[src/hdl/acx_pkg.sv]
// Constants, opcodes and register map of the accumulator execute block.
// Assumes a classic Wishbone master with 32-bit data and byte addresses.
// Notes on behaviour
// - Add with carry to memory: memory plus working plus carry, all arithmetic flags.
// - Plain add: working plus memory or immediate, no carry in.
// - AND of working with memory or immediate; only zero flag changes.
// - OR of working with memory or immediate; only zero flag changes.
// - Call pushes pc plus one, loads target, two cycles, flags untouched.
// - Clear byte writes zero to memory, flags untouched.
// - Clear bit zeroes only the selected bit, flags untouched.
// - Watchdog clear resets counter and clears power-down flag; clears expiry flag unless the watchdog expires that cycle.
// - Invert memory in place and update zero flag.
// - Invert to working leaves memory alone, updates zero flag.
// - Decimal adjust adds 6 to low nibble above 9 or half-carry; result to memory.
// - Decimal adjust adds 6 to high nibble above 9 or carry; only carry changes.
// - Decrement memory in place or into working; only zero flag changes.
// - Increment memory in place or into working; only zero flag changes.
// - Halt stops execution, clears watchdog, sets power-down, clears expiry unless the watchdog expires that cycle.
// - Goto loads target and inserts one dummy cycle, flags untouched.
// - Move memory or immediate into working, flags untouched.
// - Store copies working into memory, flags untouched.
// - Return pops pc; immediate variant also loads working; flags untouched.
// - Interrupt return pops pc, sets global enable, pending interrupt served first.
// - Rotate left with bit 7 into bit 0, to memory or working.
// - Rotate through carry: old carry to bit 0, old bit 7 to carry.
// - Any write of the pc low byte takes two cycles.
package acx_pkg;
  localparam int PC_W      = 10;
  localparam int MEM_DEPTH = 16;
  localparam int STK_DEPTH = 8;

  localparam logic [7:0] ADDR_INSN = 8'h00;
  localparam logic [7:0] ADDR_WORK = 8'h04;
  localparam logic [7:0] ADDR_STAT = 8'h08;
  localparam logic [7:0] ADDR_PC   = 8'h0c;
  localparam logic [7:0] ADDR_WDOG = 8'h10;
  localparam logic [7:0] ADDR_MEM  = 8'h40;
  localparam logic [7:0] ADDR_MEM_END = 8'h7c;

  // Instruction word fields
  localparam int F_OP_LO  = 0;
  localparam int F_BIT_LO = 6;
  localparam int F_ADR_LO = 9;
  localparam int F_IMM_LO = 13;
  localparam int F_TGT_LO = 21;

  // Status word fields
  localparam int S_C    = 0;
  localparam int S_HC   = 1;
  localparam int S_Z    = 2;
  localparam int S_WRAP = 3;
  localparam int S_SCMP = 4;
  localparam int S_TO   = 5;
  localparam int S_PDN  = 6;
  localparam int S_GIE  = 7;
  localparam int S_BUSY = 8;
  localparam int S_HALT = 9;
  localparam int S_WAKE = 10;

  localparam logic [3:0]      PC_LO_IDX  = 4'hf;
  localparam logic [PC_W-1:0] IRQ_VECTOR = 10'h004;
  localparam logic [PC_W-1:0] PC_RESET   = 10'h000;
  localparam logic [3:0]      BCD_MAX    = 4'h9;
  localparam logic [3:0]      BCD_FIX    = 4'h6;
  localparam logic [7:0]      WDOG_MAX   = 8'hff;
  localparam logic [7:0]      PRE_MAX    = 8'hff;

  typedef enum logic [5:0] {
    OP_IDLE, OP_ADD_M, OP_ADD_X, OP_ADD_TO_MEM, OP_ADC_TO_MEM,
    OP_AND_M, OP_AND_X, OP_AND_TO_MEM, OP_OR_M, OP_OR_X, OP_OR_TO_MEM,
    OP_CALL, OP_CLR, OP_CLR_BIT, OP_CLR_WDOG, OP_INV_MEM, OP_INV_WORK,
    OP_DEC_ADJ, OP_DEC, OP_DEC_WORK, OP_INC, OP_INC_WORK, OP_HALT, OP_GOTO,
    OP_MOV_M, OP_MOV_X, OP_STORE, OP_RET, OP_RET_X, OP_IRQ_RET,
    OP_RL, OP_RL_WORK, OP_RL_CARRY
  } acx_op_t;

  typedef enum logic [1:0] {ST_IDLE, ST_EXEC, ST_DUMMY} acx_state_t;
endpackage

[src/hdl/acx_exec_core.sv]
// Accumulator execute unit with flip-flop data memory, stack and watchdog.
// Assumes a classic Wishbone master on core_clk and an asynchronous irqReq pin.
`timescale 1ns/1ps
module acx_exec_core (
  input  wire logic        core_clk,
  input  wire logic        rst,
  input  wire logic        wb_cyc_i,
  input  wire logic        wb_stb_i,
  input  wire logic        wb_we_i,
  input  wire logic [7:0]  wb_adr_i,
  input  wire logic [3:0]  wb_sel_i,
  input  wire logic [31:0] wb_dat_i,
  output logic      [31:0] wb_dat_o,
  output logic             wb_ack_o,
  input  wire logic        irqReq,
  output logic             sysClkOff
);
  import acx_pkg::*;

  ////////////////////////////////////////////////////////////////////////////
  logic [7:0]           mem_q [MEM_DEPTH];
  logic [PC_W-1:0]      stack_q [STK_DEPTH];
  logic [2:0]           sp_q;
  logic [PC_W-1:0]      pc_q;
  logic [7:0]           work_q;
  logic                 c_q, hc_q, z_q, wrap_q, scmp_q, gie_q;
  logic                 to_q, pdn_q, halted_q;
  logic [7:0]           wdog_q, pre_q;
  acx_state_t           state_q;
  acx_op_t              op_q;
  logic [2:0]           bit_q;
  logic [3:0]           adr_q;
  logic [7:0]           imm_q;
  logic [PC_W-1:0]      tgt_q;
  logic                 irqMeta_q, irqSync_q;

  logic                 busReq, busWr, idle, accept, exec, wdogExpire, wakeWr;
  logic [3:0]           busIdx;
  logic [7:0]           mval, addB, logicB, res, corr;
  logic                 addCin, wrMem, wrAcc, updZ, updArith, updC, newC;
  logic                 twoCyc, loAdj, hiAdj, pcLoWr;
  logic [10:0]          addRes;
  logic [31:0]          rdData;

  function automatic logic [7:0] memRead(input logic [3:0] idx);
    memRead = (idx == PC_LO_IDX) ? pc_q[7:0] : mem_q[idx];
  endfunction

  // True for a word-aligned address inside the data memory window
  function automatic logic memHit(input logic [7:0] a);
    memHit = a >= ADDR_MEM && a <= ADDR_MEM_END && a[1:0] == 2'b00;
  endfunction

  // Returns {ov, ac, c, sum}
  function automatic logic [10:0] acxAdd(input logic [7:0] a, input logic [7:0] b,
                                         input logic cin);
    logic [4:0] lo;
    logic [7:0] low7;
    logic [8:0] full;
    lo   = {1'b0, a[3:0]} + {1'b0, b[3:0]} + {4'h0, cin};
    low7 = {1'b0, a[6:0]} + {1'b0, b[6:0]} + {7'h00, cin};
    full = {1'b0, a} + {1'b0, b} + {8'h00, cin};
    acxAdd = {low7[7] ^ full[8], lo[4], full[8], full[7:0]};
  endfunction

  ////////////////////////////////////////////////////////////////////////////
  // Bus slave: ack one cycle after the request, writes land at the ack edge
  assign busReq = wb_cyc_i & wb_stb_i;
  assign busWr  = busReq & wb_we_i & wb_ack_o;
  assign busIdx = wb_adr_i[5:2];
  assign idle   = (state_q == ST_IDLE);
  assign accept = busWr && wb_adr_i == ADDR_INSN && wb_sel_i == 4'hf && idle && !halted_q;
  assign exec   = (state_q == ST_EXEC);
  assign wakeWr = busWr && wb_adr_i == ADDR_STAT && wb_sel_i[1] && wb_dat_i[S_WAKE];

  always_comb begin
    rdData = 32'h0000_0000;
    if (wb_adr_i == ADDR_WORK) begin
      rdData[7:0] = work_q;
    end else if (wb_adr_i == ADDR_STAT) begin
      rdData[S_HALT:0] = {halted_q, !idle, gie_q, pdn_q, to_q, scmp_q, wrap_q, z_q, hc_q, c_q};
    end else if (wb_adr_i == ADDR_PC) begin
      rdData[PC_W-1:0] = pc_q;
      rdData[18:16]    = sp_q;
    end else if (wb_adr_i == ADDR_WDOG) begin
      rdData[15:0] = {wdog_q, pre_q};
    end else if (memHit(wb_adr_i)) begin
      rdData[7:0] = memRead(busIdx);
    end
  end

  always_ff @(posedge core_clk) begin
    if (rst) begin
      wb_ack_o <= 1'b0;
      wb_dat_o <= 32'h0000_0000;
    end else begin
      wb_ack_o <= busReq & !wb_ack_o;
      if (busReq && !wb_ack_o && !wb_we_i) begin
        wb_dat_o <= rdData;
      end
    end
  end

  always_ff @(posedge core_clk) begin
    if (rst) begin
      irqMeta_q <= 1'b0;
      irqSync_q <= 1'b0;
    end else begin
      irqMeta_q <= irqReq;
      irqSync_q <= irqMeta_q;
    end
  end

  ////////////////////////////////////////////////////////////////////////////
  // Sequencer
  always_ff @(posedge core_clk) begin
    if (rst) begin
      state_q <= ST_IDLE;
      op_q    <= OP_IDLE;
      bit_q   <= 3'h0;
      adr_q   <= 4'h0;
      imm_q   <= 8'h00;
      tgt_q   <= PC_RESET;
    end else begin
      unique case (state_q)
        ST_IDLE: begin
          if (accept) begin
            state_q <= ST_EXEC;
            op_q    <= acx_op_t'(wb_dat_i[F_OP_LO +: 6]);
            bit_q   <= wb_dat_i[F_BIT_LO +: 3];
            adr_q   <= wb_dat_i[F_ADR_LO +: 4];
            imm_q   <= wb_dat_i[F_IMM_LO +: 8];
            tgt_q   <= wb_dat_i[F_TGT_LO +: PC_W];
          end
        end
        ST_EXEC:  state_q <= twoCyc ? ST_DUMMY : ST_IDLE;
        ST_DUMMY: state_q <= ST_IDLE;
        default:  state_q <= ST_IDLE;
      endcase
    end
  end

  ////////////////////////////////////////////////////////////////////////////
  // Datapath
  assign mval   = memRead(adr_q);
  assign addB   = (op_q == OP_ADD_X) ? imm_q : mval;
  assign addCin = (op_q == OP_ADC_TO_MEM) & c_q;
  assign addRes = acxAdd(work_q, addB, addCin);
  assign logicB = (op_q == OP_AND_X || op_q == OP_OR_X) ? imm_q : mval;
  assign loAdj  = (work_q[3:0] > BCD_MAX) | hc_q;
  assign hiAdj  = (work_q[7:4] > BCD_MAX) | c_q;
  assign corr   = {hiAdj ? BCD_FIX : 4'h0, loAdj ? BCD_FIX : 4'h0};

  always_comb begin
    res      = 8'h00;
    wrMem    = 1'b0;
    wrAcc    = 1'b0;
    updZ     = 1'b0;
    updArith = 1'b0;
    updC     = 1'b0;
    newC     = c_q;
    unique case (op_q)
      OP_ADD_M, OP_ADD_X: begin
        res = addRes[7:0]; wrAcc = 1'b1; updArith = 1'b1;
      end
      OP_ADD_TO_MEM, OP_ADC_TO_MEM: begin
        res = addRes[7:0]; wrMem = 1'b1; updArith = 1'b1;
      end
      OP_AND_M, OP_AND_X:   begin res = work_q & logicB; wrAcc = 1'b1; updZ = 1'b1; end
      OP_AND_TO_MEM:        begin res = work_q & mval;   wrMem = 1'b1; updZ = 1'b1; end
      OP_OR_M, OP_OR_X:     begin res = work_q | logicB; wrAcc = 1'b1; updZ = 1'b1; end
      OP_OR_TO_MEM:         begin res = work_q | mval;   wrMem = 1'b1; updZ = 1'b1; end
      OP_CLR:               begin res = 8'h00; wrMem = 1'b1; end
      OP_CLR_BIT: begin
        res = mval & ~(8'h01 << bit_q); wrMem = 1'b1;
      end
      OP_INV_MEM:           begin res = ~mval; wrMem = 1'b1; updZ = 1'b1; end
      OP_INV_WORK:          begin res = ~mval; wrAcc = 1'b1; updZ = 1'b1; end
      OP_DEC_ADJ: begin
        res = work_q + corr; wrMem = 1'b1; updC = 1'b1; newC = hiAdj;
      end
      OP_DEC:               begin res = mval - 8'h01; wrMem = 1'b1; updZ = 1'b1; end
      OP_DEC_WORK:          begin res = mval - 8'h01; wrAcc = 1'b1; updZ = 1'b1; end
      OP_INC:               begin res = mval + 8'h01; wrMem = 1'b1; updZ = 1'b1; end
      OP_INC_WORK:          begin res = mval + 8'h01; wrAcc = 1'b1; updZ = 1'b1; end
      OP_MOV_M:             begin res = mval;   wrAcc = 1'b1; end
      OP_MOV_X, OP_RET_X:   begin res = imm_q;  wrAcc = 1'b1; end
      OP_STORE:             begin res = work_q; wrMem = 1'b1; end
      OP_RL:                begin res = {mval[6:0], mval[7]}; wrMem = 1'b1; end
      OP_RL_WORK:           begin res = {mval[6:0], mval[7]}; wrAcc = 1'b1; end
      OP_RL_CARRY: begin
        res = {mval[6:0], c_q}; wrMem = 1'b1; updC = 1'b1; newC = mval[7];
      end
      default: ;
    endcase
  end

  assign pcLoWr = wrMem && adr_q == PC_LO_IDX;
  assign twoCyc = pcLoWr || op_q == OP_CALL || op_q == OP_GOTO
                  || op_q == OP_RET || op_q == OP_RET_X || op_q == OP_IRQ_RET;

  ////////////////////////////////////////////////////////////////////////////
  // Working register and data memory; bus writes only while idle
  always_ff @(posedge core_clk) begin
    if (rst) begin
      work_q <= 8'h00;
    end else if (exec && wrAcc) begin
      work_q <= res;
    end else if (idle && busWr && wb_adr_i == ADDR_WORK && wb_sel_i[0]) begin
      work_q <= wb_dat_i[7:0];
    end
  end

  always_ff @(posedge core_clk) begin
    if (rst) begin
      for (int i = 0; i < MEM_DEPTH; i++) begin
        mem_q[i] <= 8'h00;
      end
    end else if (exec && wrMem && !pcLoWr) begin
      mem_q[adr_q] <= res;
    end else if (idle && busWr && wb_sel_i[0] && busIdx != PC_LO_IDX && memHit(wb_adr_i)) begin
      mem_q[busIdx] <= wb_dat_i[7:0];
    end
  end

  ////////////////////////////////////////////////////////////////////////////
  // Program counter and stack
  always_ff @(posedge core_clk) begin
    if (rst) begin
      pc_q <= PC_RESET;
      sp_q <= 3'h0;
      for (int i = 0; i < STK_DEPTH; i++) begin
        stack_q[i] <= PC_RESET;
      end
    end else if (exec) begin
      unique case (op_q)
        OP_CALL: begin
          stack_q[sp_q] <= pc_q + 10'h001;
          sp_q          <= sp_q + 3'h1;
          pc_q          <= tgt_q;
        end
        OP_GOTO: pc_q <= tgt_q;
        OP_RET, OP_RET_X, OP_IRQ_RET: begin
          sp_q <= sp_q - 3'h1;
          pc_q <= stack_q[sp_q - 3'h1];
        end
        default: begin
          if (pcLoWr) begin
            pc_q[7:0] <= res;
          end else begin
            pc_q <= pc_q + 10'h001;
          end
        end
      endcase
    end else if (state_q == ST_DUMMY && op_q == OP_IRQ_RET && irqSync_q) begin
      // Pending request is taken before the main program resumes
      stack_q[sp_q] <= pc_q;
      sp_q          <= sp_q + 3'h1;
      pc_q          <= IRQ_VECTOR;
    end
  end

  ////////////////////////////////////////////////////////////////////////////
  // Arithmetic flags and global interrupt enable
  always_ff @(posedge core_clk) begin
    if (rst) begin
      {c_q, hc_q, z_q, wrap_q, scmp_q, gie_q} <= 6'h00;
    end else if (exec) begin
      if (updArith) begin
        c_q    <= addRes[8];
        hc_q   <= addRes[9];
        wrap_q <= addRes[10];
        scmp_q <= addRes[10] ^ addRes[7];
      end
      if (updArith || updZ) begin
        z_q <= (res == 8'h00);
      end
      if (updC) begin
        c_q <= newC;
      end
      if (op_q == OP_IRQ_RET) begin
        gie_q <= 1'b1;
      end
    end else if (state_q == ST_DUMMY && op_q == OP_IRQ_RET && irqSync_q) begin
      gie_q <= 1'b0;
    end else if (idle && busWr && wb_adr_i == ADDR_STAT && wb_sel_i[0]) begin
      {c_q, hc_q, z_q, wrap_q, scmp_q} <= {wb_dat_i[S_C], wb_dat_i[S_HC], wb_dat_i[S_Z],
                                           wb_dat_i[S_WRAP], wb_dat_i[S_SCMP]};
      gie_q <= wb_dat_i[S_GIE];
    end
  end

  ////////////////////////////////////////////////////////////////////////////
  // Watchdog and power-down; the watchdog keeps counting while halted so it can wake
  assign wdogExpire = (wdog_q == WDOG_MAX) && (pre_q == PRE_MAX);

  always_ff @(posedge core_clk) begin
    if (rst) begin
      wdog_q <= 8'h00;
      pre_q  <= 8'h00;
    end else if (exec && (op_q == OP_CLR_WDOG || op_q == OP_HALT)) begin
      wdog_q <= 8'h00;
      pre_q  <= 8'h00;
    end else begin
      pre_q <= pre_q + 8'h01;
      if (pre_q == PRE_MAX) begin
        wdog_q <= wdog_q + 8'h01;
      end
    end
  end

  always_ff @(posedge core_clk) begin
    if (rst) begin
      to_q  <= 1'b0;
      pdn_q <= 1'b0;
    end else begin
      if (wdogExpire) begin
        to_q <= 1'b1;
      end else if (exec && (op_q == OP_CLR_WDOG || op_q == OP_HALT)) begin
        to_q <= 1'b0;
      end
      if (exec && op_q == OP_CLR_WDOG) begin
        pdn_q <= 1'b0;
      end else if (exec && op_q == OP_HALT) begin
        pdn_q <= 1'b1;
      end
    end
  end

  always_ff @(posedge core_clk) begin
    if (rst) begin
      halted_q  <= 1'b0;
      sysClkOff <= 1'b0;
    end else if (exec && op_q == OP_HALT) begin
      halted_q  <= 1'b1;
      sysClkOff <= 1'b1;
    end else if (wakeWr || wdogExpire) begin
      halted_q  <= 1'b0;
      sysClkOff <= 1'b0;
    end
  end

endmodule // acx_exec_core

[config.mk]
export PLATFORM = sky130hd
export DESIGN_NAME = acx_exec_core
export DESIGN_NICKNAME = d
export VERILOG_FILES = /design/src/hdl/acx_pkg.sv /design/src/hdl/acx_exec_core.sv
export SDC_FILE = /design/constraint.sdc
export NUM_CORES = 1
export LEC_CHECK = 0
export ABC_CLOCK_PERIOD_IN_PS = 12460
export BUFFER_PORTS_ARGS = -buffer_cell sky130_fd_sc_hd__buf_2
export CAP_MARGIN = 5
export CORE_UTILIZATION = 67
export DETAILED_ROUTE_END_ITERATION = 6
export HOLD_SLACK_MARGIN = 0.12
export PLACE_DENSITY = 0.84
export SKIP_LAST_GASP = 1
export SLEW_MARGIN = 20
export SYNTH_ARGS = -nofsm -noshare
export SYNTH_HDL_FRONTEND = slang
export SYNTH_SLANG_ARGS = --single-unit
[constraint.sdc]
create_clock -name core_clk -period 12.46 [get_ports core_clk]
set_input_delay 0.623 -clock core_clk [delete_from_list [all_inputs] [get_ports core_clk]]
set_output_delay 0.623 -clock core_clk [all_outputs]
set_load 0.03 [all_outputs]
==> impl_metrics.env, run 1 <==
export IMPL_slew_violations=0
export IMPL_async_flop_share_pct=0
export IMPL_avgSynthCellArea_sq_um=10.4
export IMPL_first_global_vias=13800
export IMPL_power_switching_mw=0.531
export IMPL_grt_max_degree=50
export IMPL_synth_warnings=0
export IMPL_synth_edf_count=208
export IMPL_synth_distinct_cells=88
export IMPL_synth_largest_area_cell="edfxtp_1"
export IMPL_period_minus_slack_ps=6150
export IMPL_syn_area_sq_um=17600
export IMPL_tns_ps=0
export IMPL_rr_worst_depth=17
export IMPL_via_per_inst=7.12
export IMPL_yosys_top_cells_count="322 x nor2_1, 208 x edfxtp_1, 178 x nand2_1, 105 x dfxtp_1, 86 x a21oi_1"
export IMPL_seq_area_sq_um=8350
export IMPL_slew_headroom_pct=21.3
export IMPL_nets=1780
export IMPL_drc_errors=0
export IMPL_grt_usage_pct=41.1
export IMPL_p_comb_share_pct=5.5
export IMPL_cts_clk_slew_worst_paths_ps=60
export IMPL_synthCells=1688
export IMPL_synth_top_area_share_pct=35.6
export IMPL_h_tree_depth=2
export IMPL_dp_cells=1998
export IMPL_routedWlPerCell_um=26.3
export IMPL_synth_ff_type="edfxtp_1"
export IMPL_ant_nets=0
export IMPL_maxCapViolCount=0
export IMPL_drt_total_wl_um=54200
export IMPL_switching_share_pct=23.0
export IMPL_timing_rr_end="mem_q[8][4]"
export IMPL_use_met1_pct=53.8
export IMPL_start_util_pct=69.0
export IMPL_die_x_um=164
export IMPL_status="completed"
export IMPL_leakage_nw=6.69
export IMPL_die_h_um=164
export IMPL_ys_ff_latch=313
export IMPL_power_density_nw_per_um2=121
export IMPL_drive_gt1_share_pct=15.6
export IMPL_area_delta_synth_final_pct=8.79
export IMPL_post_route_util_pct=75.0
export IMPL_via_count=14600
export IMPL_antenna_found_initial=1
export IMPL_fin_crit_sh_pct=49.3
export IMPL_cts_buffer_depth=3
export IMPL_crit_end="mem_q[8][4]"
export IMPL_crit_arrival_ps=6380
export IMPL_ir_drop_mv=0.144
export IMPL_path_class="flip-flop to flip-flop"
export IMPL_multi_input_area_sq_um=8580
export IMPL_post_place_ws_ps=6560
export IMPL_setup_viol=0
export IMPL_max_freq_mhz=163
export IMPL_seq_area_frac_synth_pct=47.5
export IMPL_finalHoldViolCount=0
export IMPL_seq_power_share_pct=50.0
export IMPL_hp_class="primary input to flip-flop"
export IMPL_met2_usage_pct=64.0
export IMPL_yosysMostFrequentCell="nor2_1"
export IMPL_p_clk_share_pct=44.6
export IMPL_gr_max_usage_layer="met2"
export IMPL_holdBufCountCts=0
export IMPL_cts_buffers=34
export IMPL_setup_ws_ps=6310
export IMPL_r2r_slack_ps=6310
export IMPL_design_die_area_sq_um=26900
export IMPL_grt_pass1_wl_um=81700
export IMPL_first_pass_iters=6
export IMPL_cts_resized=0
export IMPL_diodes=0
export IMPL_tightest_slew_ps=1160
export IMPL_critical_path_startpoint_type="flip-flop"
export IMPL_place_hpwl_um=37700
export IMPL_io_pins=84
export IMPL_place_gp_congestion=0.990
export IMPL_crit_fanout=36
export IMPL_clock_sinks=313
export IMPL_root_buffer="clkbuf_16"
export IMPL_clk_latency_ps=530
export IMPL_cts_tree="yes"
export IMPL_coreArea_sq_um=25500
export IMPL_grt_setup_unrepaired="no"
export IMPL_overflow=0
export IMPL_drt_iter0_markers=2204
export IMPL_io_buffers=69
export IMPL_post_cts_buffers=0
export IMPL_fillerInstances=1717
export IMPL_rows=58
export IMPL_ys_top_cells_by_area="edfxtp_1 36%, dfxtp_1 12%, mux4_2 9.4%, nor2_1 6.9%, nand2_1 3.8%"
export IMPL_required_ps=12690
export IMPL_finClkSkew_ps=22.3
export IMPL_instances_no_fill=2058
export IMPL_cellInternalPower_mw=1.77
export IMPL_gr_usage_met3_pct=8.18
export IMPL_critPathCaptureType="flip-flop"
[per-layer routing]
layer	wire length, um	part of all wire [%]
met3	6590	12
met4	3580	6.6
met1	19500	36
met5	13	0.024
met2	24500	45
[stage by stage]
stage	hold slack (ps)	power, mW	area [sq um]
floorplan	414	1.25	17600
global placement	436	1.29	18000
detailed placement	447	1.29	18000
CTS	335	2.30	19100
global route	338	2.35	19100
finish	331	2.31	19100
[kinds of logic after synthesis]
family | after synthesis | share of synthesized area [%]
and+or+nand+nor | 697 | 17.6
buffers and inverters | 162 | 4.26
muxes | 138 | 13.9
adders and majority gates | 26 | 2.02
xor gates and xnor gates | 46 | 2.29
AOI/OAI and AO/OA | 305 | 12.4
other | 1 | 0.0214
DFF | 313 | 47.5
[power by group through the flow]
stage	logic (mW)	registers, mW	clock network [mW]
floorplan	0.0806	1.17	0
global placement	0.117	1.17	0
detailed placement	0.120	1.17	0
CTS	0.122	1.15	1.02
global route	0.131	1.15	1.06
finish	0.126	1.15	1.03
[state kept, by name, indices dropped and copies added (netlist names), 2 cells and up, named ones only]
register and cells:
wdog_q 8, mem_q 128, pre_q 8, op_q 6, state_q 2, imm_q 8, pc_q 10, wb_dat_o 19
tgt_q 10, work_q 8, sp_q 3, bit_q 3, adr_q 4, stack_q 80
[cell type report]
type | count | area share (%)
Multi-Input combinational cell | 1233 | 44.9
Sequential cell | 313 | 43.7
Clock buffer | 35 | 4.52
Timing Repair Buffer | 94 | 2.80
Tap cell | 330 | 2.16
Clock inverter | 25 | 1.36
Inverter | 28 | 0.550
[critical path, stage by stage (launching register included)]
cell	delay [ps]
dfxtp_2	320
buf_4	490
mux4_2	330
nand2_1	100
a41oi_1	510
nand2_1	180
nand2_1	90
o21ai_0	130
fa_1	480
fa_1	400
nand2b_1	180
a21oi_1	440
xor2_1	140
a22oi_1	240
nand3_1	110
a211oi_1	800
a21o_1	710
nor2_1	180
[placed cells by master (no fill, tap or decap), types with 18 or more instances in the layout]
cell / Yosys / routed
a21oi_1: 86 / 86
a22oi_1: 20 / 20
buf_2: 25 / 68
buf_4: 17 / 26
clkbuf_16: 0 / 34
conb_1: 1 / 21
dfxtp_1: 105 / 104
edfxtp_1: 208 / 208
ha_1: 22 / 22
inv_1: 27 / 27
mux2_2: 18 / 18
mux2i_1: 38 / 38
mux4_2: 73 / 73
nand2_1: 178 / 178
nand2b_1: 18 / 18
nand3_1: 47 / 47
nor2_1: 322 / 322
nor2b_1: 19 / 19
nor3_1: 27 / 26
o21ai_0: 41 / 41
xnor2_1: 23 / 23
xor2_1: 23 / 22
[how the worst min path moves through the flow]
stage	from	end	slack (ps)	cells after the start
final	irqReq	irqMeta_q	330	2
after global routing	irqReq	irqMeta_q	340	2
after CTS	wb_dat_i[13]	imm_q[0]	330	3
after detailed placement	tgt_q[3]	tgt_q[3]	450	2
after global placement	irqMeta_q	irqSync_q	440	1
after floorplan	irqMeta_q	irqSync_q	410	1
Power figures use the tool's default switching activity.
==> run 2: changes to the inputs <==
--- a/config.mk
+++ b/config.mk
@@ -5,13 +5,13 @@
 export SDC_FILE = /design/constraint.sdc
 export NUM_CORES = 1
 export LEC_CHECK = 0
-export ABC_CLOCK_PERIOD_IN_PS = 12460
+export ABC_CLOCK_PERIOD_IN_PS = 5100
 export BUFFER_PORTS_ARGS = -buffer_cell sky130_fd_sc_hd__buf_2
 export CAP_MARGIN = 5
-export CORE_UTILIZATION = 67
+export CORE_UTILIZATION = 56
 export DETAILED_ROUTE_END_ITERATION = 6
 export HOLD_SLACK_MARGIN = 0.12
-export PLACE_DENSITY = 0.84
+export PLACE_DENSITY = 0.75
 export SKIP_LAST_GASP = 1
 export SLEW_MARGIN = 20
 export SYNTH_ARGS = -nofsm -noshare
==> constraint.sdc (replaced) <==
create_clock -name core_clk -period 5.1 [get_ports core_clk]
set_input_delay 0.255 -clock core_clk [delete_from_list [all_inputs] [get_ports core_clk]]
set_output_delay 0.255 -clock core_clk [all_outputs]
set_load 0.03 [all_outputs]
==> impl_metrics.env, run 2 (synthesized netlist as in run 1, its figures left out) <==
export IMPL_rr_worst_depth=17
export IMPL_grt_setup_unrepaired="no"
export IMPL_placed_cell_area_sq_um=18300
export IMPL_finClkSkew_ps=17.7
export IMPL_grt_usage_pct=34.7
export IMPL_switching_share_pct=22.9
export IMPL_power_switching_mw=1.27
export IMPL_finalHoldViolCount=0
export IMPL_crit_arrival_ps=5010
export IMPL_slowest_stage="dfxtp_1"
export IMPL_total_power_mw=5.56
export IMPL_first_global_vias=14000
export IMPL_rows=64
export IMPL_root_buffer="clkbuf_16"
export IMPL_critPathMaxStageDelay_ps=540
export IMPL_mostFrequentLayoutCell="nor2_1"
export IMPL_drt_iter0_markers=1825
export IMPL_clk_latency_ps=530
export IMPL_design_die_area_sq_um=32100
export IMPL_crit_end="mem_q[2][5]"
export IMPL_power_density_nw_per_um2=282
export IMPL_slew_headroom_pct=24.3
export IMPL_die_x_um=179
export IMPL_grt_max_degree=57
export IMPL_coreArea_sq_um=30700
export IMPL_cts_buffer_depth=3
export IMPL_leakage_nw=6.96
export IMPL_drt_total_wl_um=55100
export IMPL_ir_drop_mv=0.202
export IMPL_drc_errors=23
export IMPL_status="finished with violations"
export IMPL_critical_path_startpoint_type="flip-flop"
export IMPL_worstHoldStart="rst"
export IMPL_violations="DRC"
export IMPL_cp_depth=17
export IMPL_p_clk_share_pct=43.4
export IMPL_path_class="flip-flop to flip-flop"
export IMPL_tns_ps=0
export IMPL_top_register="mem_q"
export IMPL_seq_power_share_pct=50.6
export IMPL_critPathCaptureType="flip-flop"
export IMPL_slew_violations=0
export IMPL_io_pins=84
export IMPL_die_h_um=179
export IMPL_timing_rr_end="mem_q[2][5]"
export IMPL_crit_fanout=15
export IMPL_tightest_slew_ps=1130
export IMPL_cts_resized=0
export IMPL_cts_buffers=34
export IMPL_final_cell_mix="322 x nor2_1, 208 x edfxtp_1, 178 x nand2_1"
export IMPL_post_cts_buffers=0
export IMPL_ant_nets=0
export IMPL_via_count=14700
export IMPL_start_util_pct=57.1
export IMPL_overflow=0
export IMPL_via_per_inst=6.72
export IMPL_setup_ws_ps=349
export IMPL_fin_crit_sh_pct=93.2
export IMPL_period_minus_slack_ps=4750
export IMPL_io_buffers=69
export IMPL_max_freq_mhz=210
export IMPL_critPathTopFamily="compound AO/OA/AOI/OAI gates"
export IMPL_cts_tree="yes"
export IMPL_clock_sinks=313
export IMPL_required_ps=5360
export IMPL_drive_gt1_share_pct=16.3
export IMPL_maxCapViolCount=0
export IMPL_cp_num_buf_inv=3
export IMPL_p_comb_share_pct=6.0
export IMPL_whs_ps=141
export IMPL_r2r_slack_ps=350
export IMPL_diodes=0
export IMPL_h_tree_depth=2
export IMPL_grt_pass1_wl_um=81800
export IMPL_largest_reg_flops=128
export IMPL_hp_class="primary input to flip-flop"
export IMPL_cts_clk_slew_worst_paths_ps=60
export IMPL_final_area_sq_um=19700
export IMPL_place_gp_congestion=1.02
export IMPL_worstPathCellList="buf_4 -> mux4_2 -> mux2_2 -> a22oi_2 -> nand3_1 -> o21ai_0 -> inv_1 -> ha_1 -> nor2b_1 -> o31a_1 -> o21a_1 -> or3_1 -> a32oi_1 -> nand3_1 -> o31ai_4 -> buf_4 -> nor2_1"
export IMPL_cellInternalPower_mw=4.28
export IMPL_nets=1846
export IMPL_routedWlPerCell_um=25.1
export IMPL_place_hpwl_um=39200
export IMPL_antenna_found_initial=0
export IMPL_setup_viol=0
export IMPL_first_pass_iters=7
export IMPL_top_regs="mem_q (128), stack_q (80), wb_dat_o (19)"
export IMPL_area_delta_synth_final_pct=12.4
export IMPL_post_place_ws_ps=391
-- run 2: changes by cell type in the layout (fill, tap and decap cells not counted), sizes merged --
cell,before,now
clkbuf,35,47
buf,94,123
dlygate4sd3,0,37
clkinvlp,3,1
clkinv,17,8
bufinv,4,1
inv,29,30
-- run 2: layout make-up --
type                       count  area (sq um)
clock buffer                  47           961
clock inverter                12           114
fill                        2430         11000
inverter                      28           105
multi-input combinational   1233          8570
sequential                   313          8350
tap                          396           495
timing repair buffer         160          1140
-- run 2: per-stage QoR --
stage                     instances  util [%]
after floorplan                1708         -
after global placement         2093      59.5
after detailed placement       2093      59.5
after CTS                      2189      64.2
after global routing           2189      64.2
final                          2189      64.2
-- run 2: timing repair --
item	in CTS	in global routing
hold endpoints to repair	40	0
hold buffers	37	0
setup endpoints to repair	0	0
-- run 2: worst min-delay path by stage --
stage | slack (ps) | cells past startpoint | endpoint
final | 140 | 2 | hc_q
after global routing | 140 | 2 | hc_q
after CTS | 130 | 2 | hc_q
after detailed placement | 440 | 1 | irqSync_q
after global placement | 420 | 1 | irqSync_q
after floorplan | 380 | 1 | irqMeta_q
-- run 2: layer usage --
| layer | wire length (um) | vias up | GRT usage [%] |
|---|---|---|---|
| met4 | 4070 | 0 | 22.9 |
| met2 | 25300 | 1000 | 54.5 |
| met3 | 6010 | 236 | 7.06 |
| li1 | - | 6360 | - |
| met1 | 19700 | 7118 | 43.4 |
| met5 | 0 | - | 0 |
-- run 2: power groups by stage --
stage,Sequential [mW],Combinational [mW],Clock (mW)
floorplan,2.85,0.197,0
global placement,2.86,0.296,0
detailed placement,2.86,0.301,0
CTS,2.81,0.324,2.42
global route,2.81,0.349,2.51
finish,2.81,0.333,2.41
